## src/include/otpp_consts.vh

```
// timing and supply-select constants for the one-time-programmable memory programmer
`ifndef OTPP_CONSTS_VH
`define OTPP_CONSTS_VH
`define OTPP_CLK_MHZ 50
`define OTPP_PULSE_NOM_US 100
`define OTPP_PULSE_CYC (`OTPP_PULSE_NOM_US * `OTPP_CLK_MHZ)
`define OTPP_SETUP_US 2
`define OTPP_SETUP_CYC (`OTPP_SETUP_US * `OTPP_CLK_MHZ)
`define OTPP_RETRY_MAX 4'ha
`define OTPP_SUP_OFF 2'h0
`define OTPP_SUP_NOM 2'h1
`define OTPP_SUP_HIGH 2'h2
`endif

```

## src/logic/otpp_programmer.v

```verilog
// programmer that burns, verifies and identifies a 32K x 8 one-time-programmable memory
// What this block does
// - chip enable pulse lasts 95 to 105 us
// - core supply up first, down last
// - start sequence at the first address
// - core 6.5V, program 13.0V while programming
// - first pass: one pulse per address
// - second pass: up to ten pulses, verify each
// - ten failed extra pulses fail the part
// - verified byte advances, loop covers every address
// - both supplies to 5.0V before final check
// - final read-back passes only if all match
// - id mode raises id line during read
`timescale 1ns/1ps
`include "otpp_consts.vh"
module otpp_programmer #(
  parameter AW = 15,
  parameter PULSE_CYC = `OTPP_PULSE_CYC,
  parameter SETUP_CYC = `OTPP_SETUP_CYC
)(
  // clock and reset
  input wire core_clk_i,
  input wire sys_rst_i,
  // command
  input wire prog_start_i,
  input wire id_start_i,
  input wire [7:0] src_data_i,
  // device pins
  output reg [AW-1:0] addr_o,
  output reg [7:0] data_o,
  output reg data_oe_o,
  input wire [7:0] data_out_lines_i,
  output reg chip_en_n_o,
  output reg out_gate_n_o,
  output reg id_mode_line_o,
  output reg [1:0] core_sup_o,
  output reg [1:0] prog_sup_o,
  // status
  output reg [AW-1:0] src_addr_o,
  output reg busy_o,
  output reg done_o,
  output reg pass_o,
  output reg [7:0] maker_code_o,
  output reg [7:0] part_code_o
);
  localparam S_IDLE = 11'h001;
  localparam S_PWRUP = 11'h002;
  localparam S_P1SET = 11'h004;
  localparam S_P1PUL = 11'h008;
  localparam S_VREAD = 11'h010;
  localparam S_VPUL = 11'h020;
  localparam S_PWRDN = 11'h040;
  localparam S_FREAD = 11'h080;
  localparam S_IDRD = 11'h100;
  localparam S_END = 11'h200;
  localparam S_SUP2 = 11'h400;
  localparam CW = 16;
  reg [10:0] state;
  reg [CW-1:0] cnt;
  reg [3:0] tries;
  reg pass1;
  reg [7:0] din_s0;
  reg [7:0] din_s1;
  wire cnt_done = (cnt == {CW{1'b0}});
  wire at_last = (addr_o == {AW{1'b1}});
  wire match = (din_s1 == src_data_i);
  always @(posedge core_clk_i or posedge sys_rst_i)
  begin
    if (sys_rst_i)
    begin
      din_s0 <= 8'h00;
      din_s1 <= 8'h00;
    end
    else
    begin
      din_s0 <= data_out_lines_i;
      din_s1 <= din_s0;
    end
  end
  ////////////////////////////////////////////////////////////////////////
  always @(posedge core_clk_i or posedge sys_rst_i)
  begin
    if (sys_rst_i)
    begin
      state <= S_IDLE;
      cnt <= {CW{1'b0}};
      tries <= 4'h0;
      pass1 <= 1'b0;
      addr_o <= {AW{1'b0}};
      src_addr_o <= {AW{1'b0}};
      data_o <= 8'h00;
      data_oe_o <= 1'b0;
      chip_en_n_o <= 1'b1;
      out_gate_n_o <= 1'b1;
      id_mode_line_o <= 1'b0;
      core_sup_o <= `OTPP_SUP_NOM;
      prog_sup_o <= `OTPP_SUP_NOM;
      busy_o <= 1'b0;
      done_o <= 1'b0;
      pass_o <= 1'b0;
      maker_code_o <= 8'h00;
      part_code_o <= 8'h00;
    end
    else
    begin
      src_addr_o <= addr_o;
      if (!cnt_done)
        cnt <= cnt - 1'b1;
      case (state)
        S_IDLE:
        begin
          if (prog_start_i)
          begin
            addr_o <= {AW{1'b0}};
            core_sup_o <= `OTPP_SUP_HIGH;
            busy_o <= 1'b1;
            done_o <= 1'b0;
            pass_o <= 1'b0;
            pass1 <= 1'b1;
            cnt <= SETUP_CYC[CW-1:0];
            state <= S_PWRUP;
          end
          else if (id_start_i)
          begin
            addr_o <= {AW{1'b0}};
            id_mode_line_o <= 1'b1;
            chip_en_n_o <= 1'b0;
            out_gate_n_o <= 1'b0;
            busy_o <= 1'b1;
            done_o <= 1'b0;
            cnt <= SETUP_CYC[CW-1:0];
            state <= S_IDRD;
          end
        end
        S_PWRUP:
        begin
          // program supply only after core supply has settled
          if (cnt_done)
          begin
            prog_sup_o <= `OTPP_SUP_HIGH;
            cnt <= SETUP_CYC[CW-1:0];
            state <= S_P1SET;
          end
        end
        S_P1SET:
        begin
          // address and data setup before the pulse
          data_o <= src_data_i;
          data_oe_o <= 1'b1;
          out_gate_n_o <= 1'b1;
          if (cnt_done)
          begin
            chip_en_n_o <= 1'b0;
            cnt <= PULSE_CYC[CW-1:0] - 1'b1;
            state <= S_P1PUL;
          end
        end
        S_P1PUL, S_VPUL:
        begin
          if (cnt_done)
          begin
            chip_en_n_o <= 1'b1;
            cnt <= SETUP_CYC[CW-1:0];
            if (pass1 && !at_last)
            begin
              addr_o <= addr_o + 1'b1;
              state <= S_P1SET;
            end
            else
            begin
              if (pass1)
                addr_o <= {AW{1'b0}};
              pass1 <= 1'b0;
              tries <= pass1 ? 4'h0 : tries;
              state <= S_VREAD;
            end
          end
        end
        S_VREAD:
        begin
          // bus released, then gate asserted with enable to read back
          data_oe_o <= 1'b0;
          if (cnt == SETUP_CYC[CW-1:0] - 1'b1)
          begin
            chip_en_n_o <= 1'b0;
            out_gate_n_o <= 1'b0;
          end
          if (cnt_done)
          begin
            chip_en_n_o <= 1'b1;
            out_gate_n_o <= 1'b1;
            cnt <= SETUP_CYC[CW-1:0];
            if (match)
            begin
              tries <= 4'h0;
              if (at_last)
              begin
                core_sup_o <= `OTPP_SUP_HIGH;
                prog_sup_o <= `OTPP_SUP_NOM;
                state <= S_PWRDN;
              end
              else
              begin
                addr_o <= addr_o + 1'b1;
                state <= S_VREAD;
              end
            end
            else if (tries == `OTPP_RETRY_MAX)
            begin
              prog_sup_o <= `OTPP_SUP_NOM;
              state <= S_END;
            end
            else
            begin
              tries <= tries + 1'b1;
              data_o <= src_data_i;
              data_oe_o <= 1'b1;
              state <= S_SUP2;
            end
          end
        end
        S_SUP2:
        begin
          if (cnt_done)
          begin
            chip_en_n_o <= 1'b0;
            cnt <= PULSE_CYC[CW-1:0] - 1'b1;
            state <= S_VPUL;
          end
        end
        S_PWRDN:
        begin
          // core supply drops only after program supply
          if (cnt_done)
          begin
            core_sup_o <= `OTPP_SUP_NOM;
            addr_o <= {AW{1'b0}};
            pass_o <= 1'b1;
            cnt <= SETUP_CYC[CW-1:0];
            state <= S_FREAD;
          end
        end
        S_FREAD:
        begin
          chip_en_n_o <= 1'b0;
          out_gate_n_o <= 1'b0;
          if (cnt_done)
          begin
            chip_en_n_o <= 1'b1;
            out_gate_n_o <= 1'b1;
            cnt <= SETUP_CYC[CW-1:0];
            if (!match)
              pass_o <= 1'b0;
            if (at_last)
              state <= S_END;
            else
              addr_o <= addr_o + 1'b1;
          end
        end
        S_IDRD:
        begin
          if (cnt_done)
          begin
            cnt <= SETUP_CYC[CW-1:0];
            if (addr_o[0])
            begin
              part_code_o <= din_s1;
              chip_en_n_o <= 1'b1;
              out_gate_n_o <= 1'b1;
              id_mode_line_o <= 1'b0;
              addr_o <= {AW{1'b0}};
              state <= S_END;
            end
            else
            begin
              maker_code_o <= din_s1;
              addr_o <= {{(AW-1){1'b0}}, 1'b1};
            end
          end
        end
        S_END:
        begin
          // core supply held until program supply has fallen
          if (cnt_done)
          begin
            core_sup_o <= `OTPP_SUP_NOM;
            busy_o <= 1'b0;
            done_o <= 1'b1;
            state <= S_IDLE;
          end
        end
        default:
          state <= S_IDLE;
      endcase
    end
  end
endmodule

```

## config.mk

```make
export PLATFORM = sky130hd
export DESIGN_NAME = otpp_programmer
export DESIGN_NICKNAME = d
export VERILOG_FILES = /design/src/logic/otpp_programmer.v
export VERILOG_INCLUDE_DIRS = /design/src /design/src/include
export SDC_FILE = /design/constraint.sdc
export NUM_CORES = 1
export LEC_CHECK = 0
export BUFFER_PORTS_ARGS = -buffer_cell sky130_fd_sc_hd__buf_4
export CAP_MARGIN = 0
export CORE_ASPECT_RATIO = 1.25
export CORE_UTILIZATION = 59
export CTS_BUF_LIST = sky130_fd_sc_hd__clkbuf_4 sky130_fd_sc_hd__clkbuf_8
export CTS_CLUSTER_SIZE = 40
export DETAILED_ROUTE_END_ITERATION = 10
export HOLD_SLACK_MARGIN = 0.05
export PLACE_DENSITY_LB_ADDON = 0.15
export SKIP_LAST_GASP = 1
export SLEW_MARGIN = 20
export SYNTH_ARGS = -nofsm -noshare
export SYNTH_HDL_FRONTEND = slang
export SYNTH_SLANG_ARGS = --single-unit
```

## constraint.sdc

```tcl
create_clock -name core_clk_i -period 4.4 [get_ports core_clk_i]
set_clock_uncertainty 0.1 [all_clocks]
set_input_delay 0.22 -clock core_clk_i [delete_from_list [all_inputs] [get_ports core_clk_i]]
set_output_delay 0.22 -clock core_clk_i [all_outputs]
set_load 0.005 [all_outputs]
```

==> key figures, run 1 <==
Cells and area
  • Most frequent cells in the layout: dfrtp_1, buf_4, nor2_1
  • # diodes: 0
  • Design area: 6860 um2
  • Layout cells sized above 1: 27.1%
  • Nets: 657
  • Commonest non-fill, non-tap cell in the layout: dfrtp_1
  • Area delta synth->final: 25.4%

Yosys
  • Syn_area_per_cell: 10.6 um2
  • Synth Area in Compound Gates: 12.9%
  • Largest family of logic cells by synthesized area: simple AND/OR/NAND/NOR gates
  • Seq/Total Area, Yosys: 51.8%
  • Simple-gate share of the synthesized area: 21.0%
  • Cells after synthesis: 516
  • Area contributors post-synth: dfrtp_1, mux2_2, nor2_1, nand2_1, dfstp_2
  • Synth Area in XOR/XNOR: 2.72%
  • Seq cells post-synth: 113
  • Post-synthesis adder-cell area fraction: 1.83%
  • Synth cell types: 65
  • Yosys warnings: 0
  • Most used DFF post-synth: dfrtp_1
  • Post-synthesis mux area share: 6.72%
  • Synthesized area: 5470 um2
  • Fraction of registers with async set/reset: 100%
  • Area share of the largest cell type after synthesis: 49.4%
  • Post-synth EDFFs: 0
  • Syn Nets: 544
  • Area leader, netlist: dfrtp_1

Timing
  • Worst-Margin Slew: 1050 ps
  • Final worst slack: 1140 ps
  • Fin. Hold Viols: 0
  • Period utilization: 74.1%
  • Final Slew Violations: 0
  • Unrepaired setup endpoints after global routing: false
  • Slew HR: 30.3%
  • Final setup violation count: 0
  • Crit path time final: 3260 ps
  • F_max: 307 MHz
  • Setup TNS: 0 ps

Floorplan
  • I/O Pins: 85
  • Core box area: 8840 um2
  • Cell Rows: 38
  • Starting Density: 61.9%
  • Die Y: 110 um
  • Die X: 88.2 um
  • Die footprint: 9670 um2

Critical path
  • Worst Setup Start Kind: input pin
  • Slowest CP cell: a2111oi_0
  • WP data arrival: 3520 ps
  • CP Capture Type: flop
  • CP delay by family, top: compound AO/OA/AOI/OAI gates
  • CP max FO: 21
  • Worst EP required: 4650 ps
  • Crit Path Class: input pin to flop
  • CP bufs+invs: 2
  • CP peak stage delay: 700 ps
  • Crit-path cells: dlygate4sd3_1, buf_4, xnor2_1, nand4_1, o2111ai_1, o2111ai_2, a2111oi_0, o21bai_1

Clocking
  • Post-CTS setup buffer count: 0
  • Skew-Pair Late Insertion Delay: 440 ps
  • Clock transition at path regs: 70 ps
  • CTS sink cnt: 113
  • CTS H-tree lvls: 4
  • Cell at the root of the clock tree: clkbuf_8
  • CTS Buffer Depth: 2
  • CTS buffer count: 17
  • CTS tree: built

Placed design
  • Dpl ws: 1310 ps
  • DP Wirelength: 9820 um
  • Dpl cell area: 6220 um2
  • PortBufs: 84
  • Routability congestion estimate: 0.940

Pwr
  • PD cells: 447 nW/um2
  • LEAKAGE: 3.19 nW
  • Worst vdd ir: 0.303 mV

Status
  • Status: completed

Global routing
  • Initial antenna violation count: 0
  • Gr usage total: 34.3%
  • Largest net degree at the start of global routing: 81
  • GR Overflow Total: 0
  • Global-route wire length before repair: 24400 um
  • Vias in the first global route: 4731

Routing
  • DR WL/cell: 20.5 um
  • Vias per cell: 6.30
  • Drt first-iter violations: 363
  • Drt total wl: 15700 um
  • Via count: 4804
  • DRT Pass-1 Iters: 6
  • Detail Route Antenna Nets: 0
  • DRC: 0

Min path
  • Hold Path Class: input pin to flop

Job
  • Max cap viols: 0
## what timing repair did
item,4_1_cts,5_1_grt
hold buffers,18,0
resized for setup,0,0
endpoints found under the hold margin,94,0
## synthesized netlist by cell type, types with 4 or more instances
library cell	number
inv_1	22
xor2_1	5
a31oi_1	4
dfrtp_1	108
a221oi_1	9
and4_1	7
o21ai_0	21
o2bb2ai_1	7
clkbuf_1	11
a211oi_1	5
nand4_1	18
o21a_1	5
dfstp_2	5
nor4b_1	6
nor2b_1	4
xnor2_1	12
nor2_1	49
nor4_1	7
a21oi_1	8
a2111oi_0	5
nand2b_1	5
nor3_1	18
o21bai_1	5
and3_1	7
nand2_1	42
mux2_2	30
ha_1	8
nand3_1	23
a21o_1	7
## where the power goes
part,internal [mW],leakage (nW),switching (mW)
combinational,0.320,1.51,0.477
sequential,1.11,1.47,0.0917
clock,0.606,0.211,0.461
## logic make-up after synthesis
kind of cell,after synthesis
AO/OA/AOI/OAI,95
XOR/XNOR,17
adder cells (fa/ha/maj),8
buffers and inverters,38
flip-flops,113
multiplexers,33
AND/OR/NAND/NOR,212
## layout make-up
class / count / area [um2]
Multi-Input combinational cell: 365 / 2470
Fill cell: 585 / 1980
Sequential cell: 113 / 2830
Timing Repair Buffer: 109 / 883
Clock inverter: 12 / 158
Tap cell: 120 / 150
Clock buffer: 20 / 275
Inverter: 23 / 88.8
## metrics by stage
stage	hold WS [ps]	utilization, %	cells	total power [mW]
finish	141	77.6	762	3.07
CTS	124	77.3	761	3.04
floorplan	151	-	516	1.74
global route	159	77.6	762	3.19
detailed placement	230	70.4	711	1.96
global placement	229	70.4	711	1.94
## registers in the layout (all words and copies together) (netlist names), 2 cells and up
register      count
tries             4
src_addr_o       15
addr_o           15
core_sup_o        2
cnt              16
data_o            8
part_code_o       8
din_s0            8
state            11
prog_sup_o        2
din_s1            8
maker_code_o      8
## worst register-to-register path, stage by stage (launching register included)
cell and delay (ps):
dfrtp_1 440, inv_1 130, ha_1 160, nor4b_1 530, and4_1 280, buf_4 200
clkinv_1 350, buf_4 300, ha_1 290, o22ai_1 80, a21oi_1 140, o21ai_0 110
## metal layers
layer	vias to the layer above	GRT usage, %	routed length, um
met1	2358	41.4	5910
met4	0	16.2	554
li1	2129	-	-
met3	44	9.08	1190
met2	273	57.0	8000
met5	-	0	0
## worst paths after layout
kind                                     startpoint                   endpoint  slack (ps)  cells past startpoint
min in group asynchronous                 sys_rst_i        din_s0[3]$_DFF_PP0_         180                      3
worst max-delay path                  src_data_i[2]      addr_o[2]$_DFFE_PP0P_        1140                      8
worst max register to register     cnt[0]$_DFF_PP0_           cnt[0]$_DFF_PP0_        1160                     11
worst min register to register  din_s0[0]$_DFF_PP0_        din_s1[0]$_DFF_PP0_         250                      0
max in group asynchronous                 sys_rst_i  prog_sup_o[0]$_DFFE_PP1P_        2910                      5
worst min-delay path                     id_start_i       state[0]$_DFFE_PP1P_         140                      4
No activity file was read; power rests on OpenSTA's default activity.
==> run 2, diff against run 1 <==
--- a/config.mk
+++ b/config.mk
@@ -9,7 +9,7 @@
 export BUFFER_PORTS_ARGS = -buffer_cell sky130_fd_sc_hd__buf_4
 export CAP_MARGIN = 0
 export CORE_ASPECT_RATIO = 1.25
-export CORE_UTILIZATION = 59
+export CORE_UTILIZATION = 53
 export CTS_BUF_LIST = sky130_fd_sc_hd__clkbuf_4 sky130_fd_sc_hd__clkbuf_8
 export CTS_CLUSTER_SIZE = 40
 export DETAILED_ROUTE_END_ITERATION = 10
==> constraint.sdc (replaced) <==
create_clock -name core_clk_i -period 2.8 [get_ports core_clk_i]
set_clock_uncertainty 0.1 [all_clocks]
set_input_delay 0.14 -clock core_clk_i [delete_from_list [all_inputs] [get_ports core_clk_i]]
set_output_delay 0.14 -clock core_clk_i [all_outputs]
set_load 0.005 [all_outputs]
==> run 2 against run 1 <==
Against the previous run:
- register-to-register slack worse by 1100 ps
- sequential power rose by 54%
- critical path depth shrank 1
- via count decreased by 0.25%
- global-route usage down 5.5 points
- clock power rose by 34%
- largest cell class unchanged
- largest power group unchanged
==> key figures, run 2 (synthesis results as in run 1) <==
Status
  • Status: completed

Timing
  • Fin. Hold Viols: 0 (unchanged)
  • Period utilization: 96.7%
  • Worst-Margin Slew: 570 ps (-475 ps)
  • Slew HR: 61.8% (+31 points)
  • Final Slew Violations: 0 (unchanged)
  • Final setup violation count: 0 (unchanged)
  • Crit path time final: 2710 ps
  • F_max: 369 MHz
  • Unrepaired setup endpoints after global routing: true
  • Final worst slack: 91.4 ps (-1050 ps)
  • Setup TNS: 0 ps (unchanged)

Placed design
  • DP Wirelength: 10400 um (+6.1%)
  • Routability congestion estimate: 0.968 (+3.0%)
  • PortBufs: 84 (unchanged)
  • Dpl ws: 86.5 ps (-1220 ps)
  • Dpl cell area: 6500 um2 (+4.4%)

Routing
  • Met1 wire length: 6090 um (+3.1%)
  • Vias per cell: 5.96 (-5.5%)
  • DRC: 0 (unchanged)
  • Detail Route Antenna Nets: 0 (unchanged)
  • DR WL/cell: 18.2 um (-11%)
  • Via count: 4792 (-0.25%)
  • Drt total wl: 14700 um (-6.3%)
  • Routed length on met3: 960 um (-19%)
  • Drt first-iter violations: 320 (-12%)
  • DR top layer: met4
  • Met2 Wirelength: 7110 um (-11%)
  • DRT Pass-1 Iters: 5 (-1)

Clocking
  • Clock transition at path regs: 70 ps (about the same)
  • CTS sink cnt: 113 (unchanged)
  • CTS Buffer Depth: 2 (unchanged)
  • CTS buffer count: 17 (unchanged)
  • Cell at the root of the clock tree: clkbuf_8
  • CTS tree: built
  • CTS H-tree lvls: 4 (unchanged)
  • Skew-Pair Late Insertion Delay: 430 ps (about the same)

Global routing
  • Global-route wire length before repair: 23600 um (-3.3%)
  • GR Overflow Total: 0 (unchanged)
  • Gr usage total: 28.8% (-5.5 points)
  • Vias in the first global route: 4657 (-1.6%)
  • Initial antenna violation count: 0 (unchanged)
  • Largest net degree at the start of global routing: 67 (-17%)

Cells and area
  • # diodes: 0 (unchanged)
  • Commonest non-fill, non-tap cell in the layout: buf_4
  • Biggest register: cnt
  • Most frequent cells in the layout: buf_4, dfrtp_1, nor2_1
  • Largest regs: cnt: 16 flops, addr_o: 15 flops, src_addr_o: 15 flops
  • Area delta synth->final: 29.2%
  • Design area: 7070 um2 (+3.1%)
  • Layout cells sized above 1: 30.7% (+3.6 points)
  • Nets: 690 (+5.0%)
  • Max reg flops: 16 (unchanged)
  • Fin util: 70.4% (-7.3 points)

Floorplan
  • Core box area: 10100 um2 (+14%)
  • I/O Pins: 85 (unchanged)
  • Die X: 92.9 um (+5.4%)
  • Cell Rows: 41 (+7.9%)
  • Die footprint: 10700 um2 (+11%)
  • Die Y: 116 um (+5.4%)
  • Starting Density: 54.4% (-7.5 points)

Pwr
  • LEAKAGE: 3.30 nW (+3.3%)
  • Worst vdd ir: 0.394 mV (+30%)
  • PD cells: 661 nW/um2 (+48%)

Critical path
  • CP peak stage delay: 550 ps (-150 ps)
  • Crit Path Class: flop to flop
  • Slowest CP cell: or4_4
  • CP max FO: 21 (unchanged)
  • WP data arrival: 2950 ps (-570 ps)
  • Worst Setup Start Kind: flop
  • Worst EP required: 3040 ps (-1610 ps)
  • Crit-path cells: or4_4, nor3b_4, buf_4, a21boi_2, a31o_4, a211oi_4, o2bb2ai_1
  • CP Capture Type: flop

Job
  • Max cap viols: 0 (unchanged)

Min path
  • Hold Path Class: input pin to async pin
## run 2: cell types whose count changed in the layout (fill, tap and decap cells not counted)
cell           before  now
clkinv_4            4    2
buf_16              1    0
inv_4               1    0
o2111ai_4           0    1
clkinvlp_4          3    8
buf_12              0    1
dlygate4sd3_1      18   19
o2111ai_1           1    0
bufinv_16           3    1
buf_4              90  122
inv_6               0    3
clkbuf_8           20   17
## run 2: worst max-delay path, delay by kind of cell (launching register included)
kind / cells / cell delay [ps]
AO/OA/AOI/OAI: 4 / 1080
buffers and inverters: 1 / 170
flip-flops: 1 / 450
AND/OR/NAND/NOR: 2 / 800
## run 2: metrics by stage
stage                     cells  hold WS, ps  power [mW]
after floorplan             516         71.4        2.74
after global placement      753         98.1        3.20
after detailed placement    753          114        3.22
after CTS                   804          200        4.67
after global routing        804          225        4.92
final                       804          199        4.68
## run 2: path summary, 6_finish.rpt
check / from / to / slack, ps / cells past startpoint
max in group asynchronous: sys_rst_i / addr_o[9]$_DFFE_PP0P_ / 1670 / 4
setup reg to reg: state[10]$_DFFE_PP0P_ / addr_o[6]$_DFFE_PP0P_ / 90 / 7
setup / recovery: state[10]$_DFFE_PP0P_ / addr_o[6]$_DFFE_PP0P_ / 90 / 7
min in group core_clk_i: din_s0[0]$_DFF_PP0_ / din_s1[0]$_DFF_PP0_ / 250 / 0
hold reg to reg: din_s0[0]$_DFF_PP0_ / din_s1[0]$_DFF_PP0_ / 250 / 0
hold / removal: sys_rst_i / state[5]$_DFFE_PP0P_ / 200 / 3
## run 2: report_power, final
group | switching [mW] | internal, mW | total [mW]
logic | 0.798 | 0.596 | 1.39
clock network | 0.729 | 0.705 | 1.43
registers | 0.105 | 1.75 | 1.85
## run 2: what timing repair did
item | 4_1_cts | 5_1_grt
buffers inserted | 0 | 0
hold buffers | 19 | 0
resized for setup | 0 | 2
endpoints found under the hold margin | 41 | 0
setup endpoints to repair | 0 | 14
## run 2: area by class of cell
class                      count  area (um2)
fill                         766        2980
clock inverter                15         136
clock buffer                  17         234
multi-input combinational    365        2490
sequential                   113        2830
tap                          129         161
timing repair buffer         142        1130
inverter                      23        90.1
## run 2: per-layer routing
metal	track usage, %	up-vias
li1	-	2201
met1	35.8	2343
met2	47.0	208
met3	7.48	40
met4	13.4	0
met5	0	-
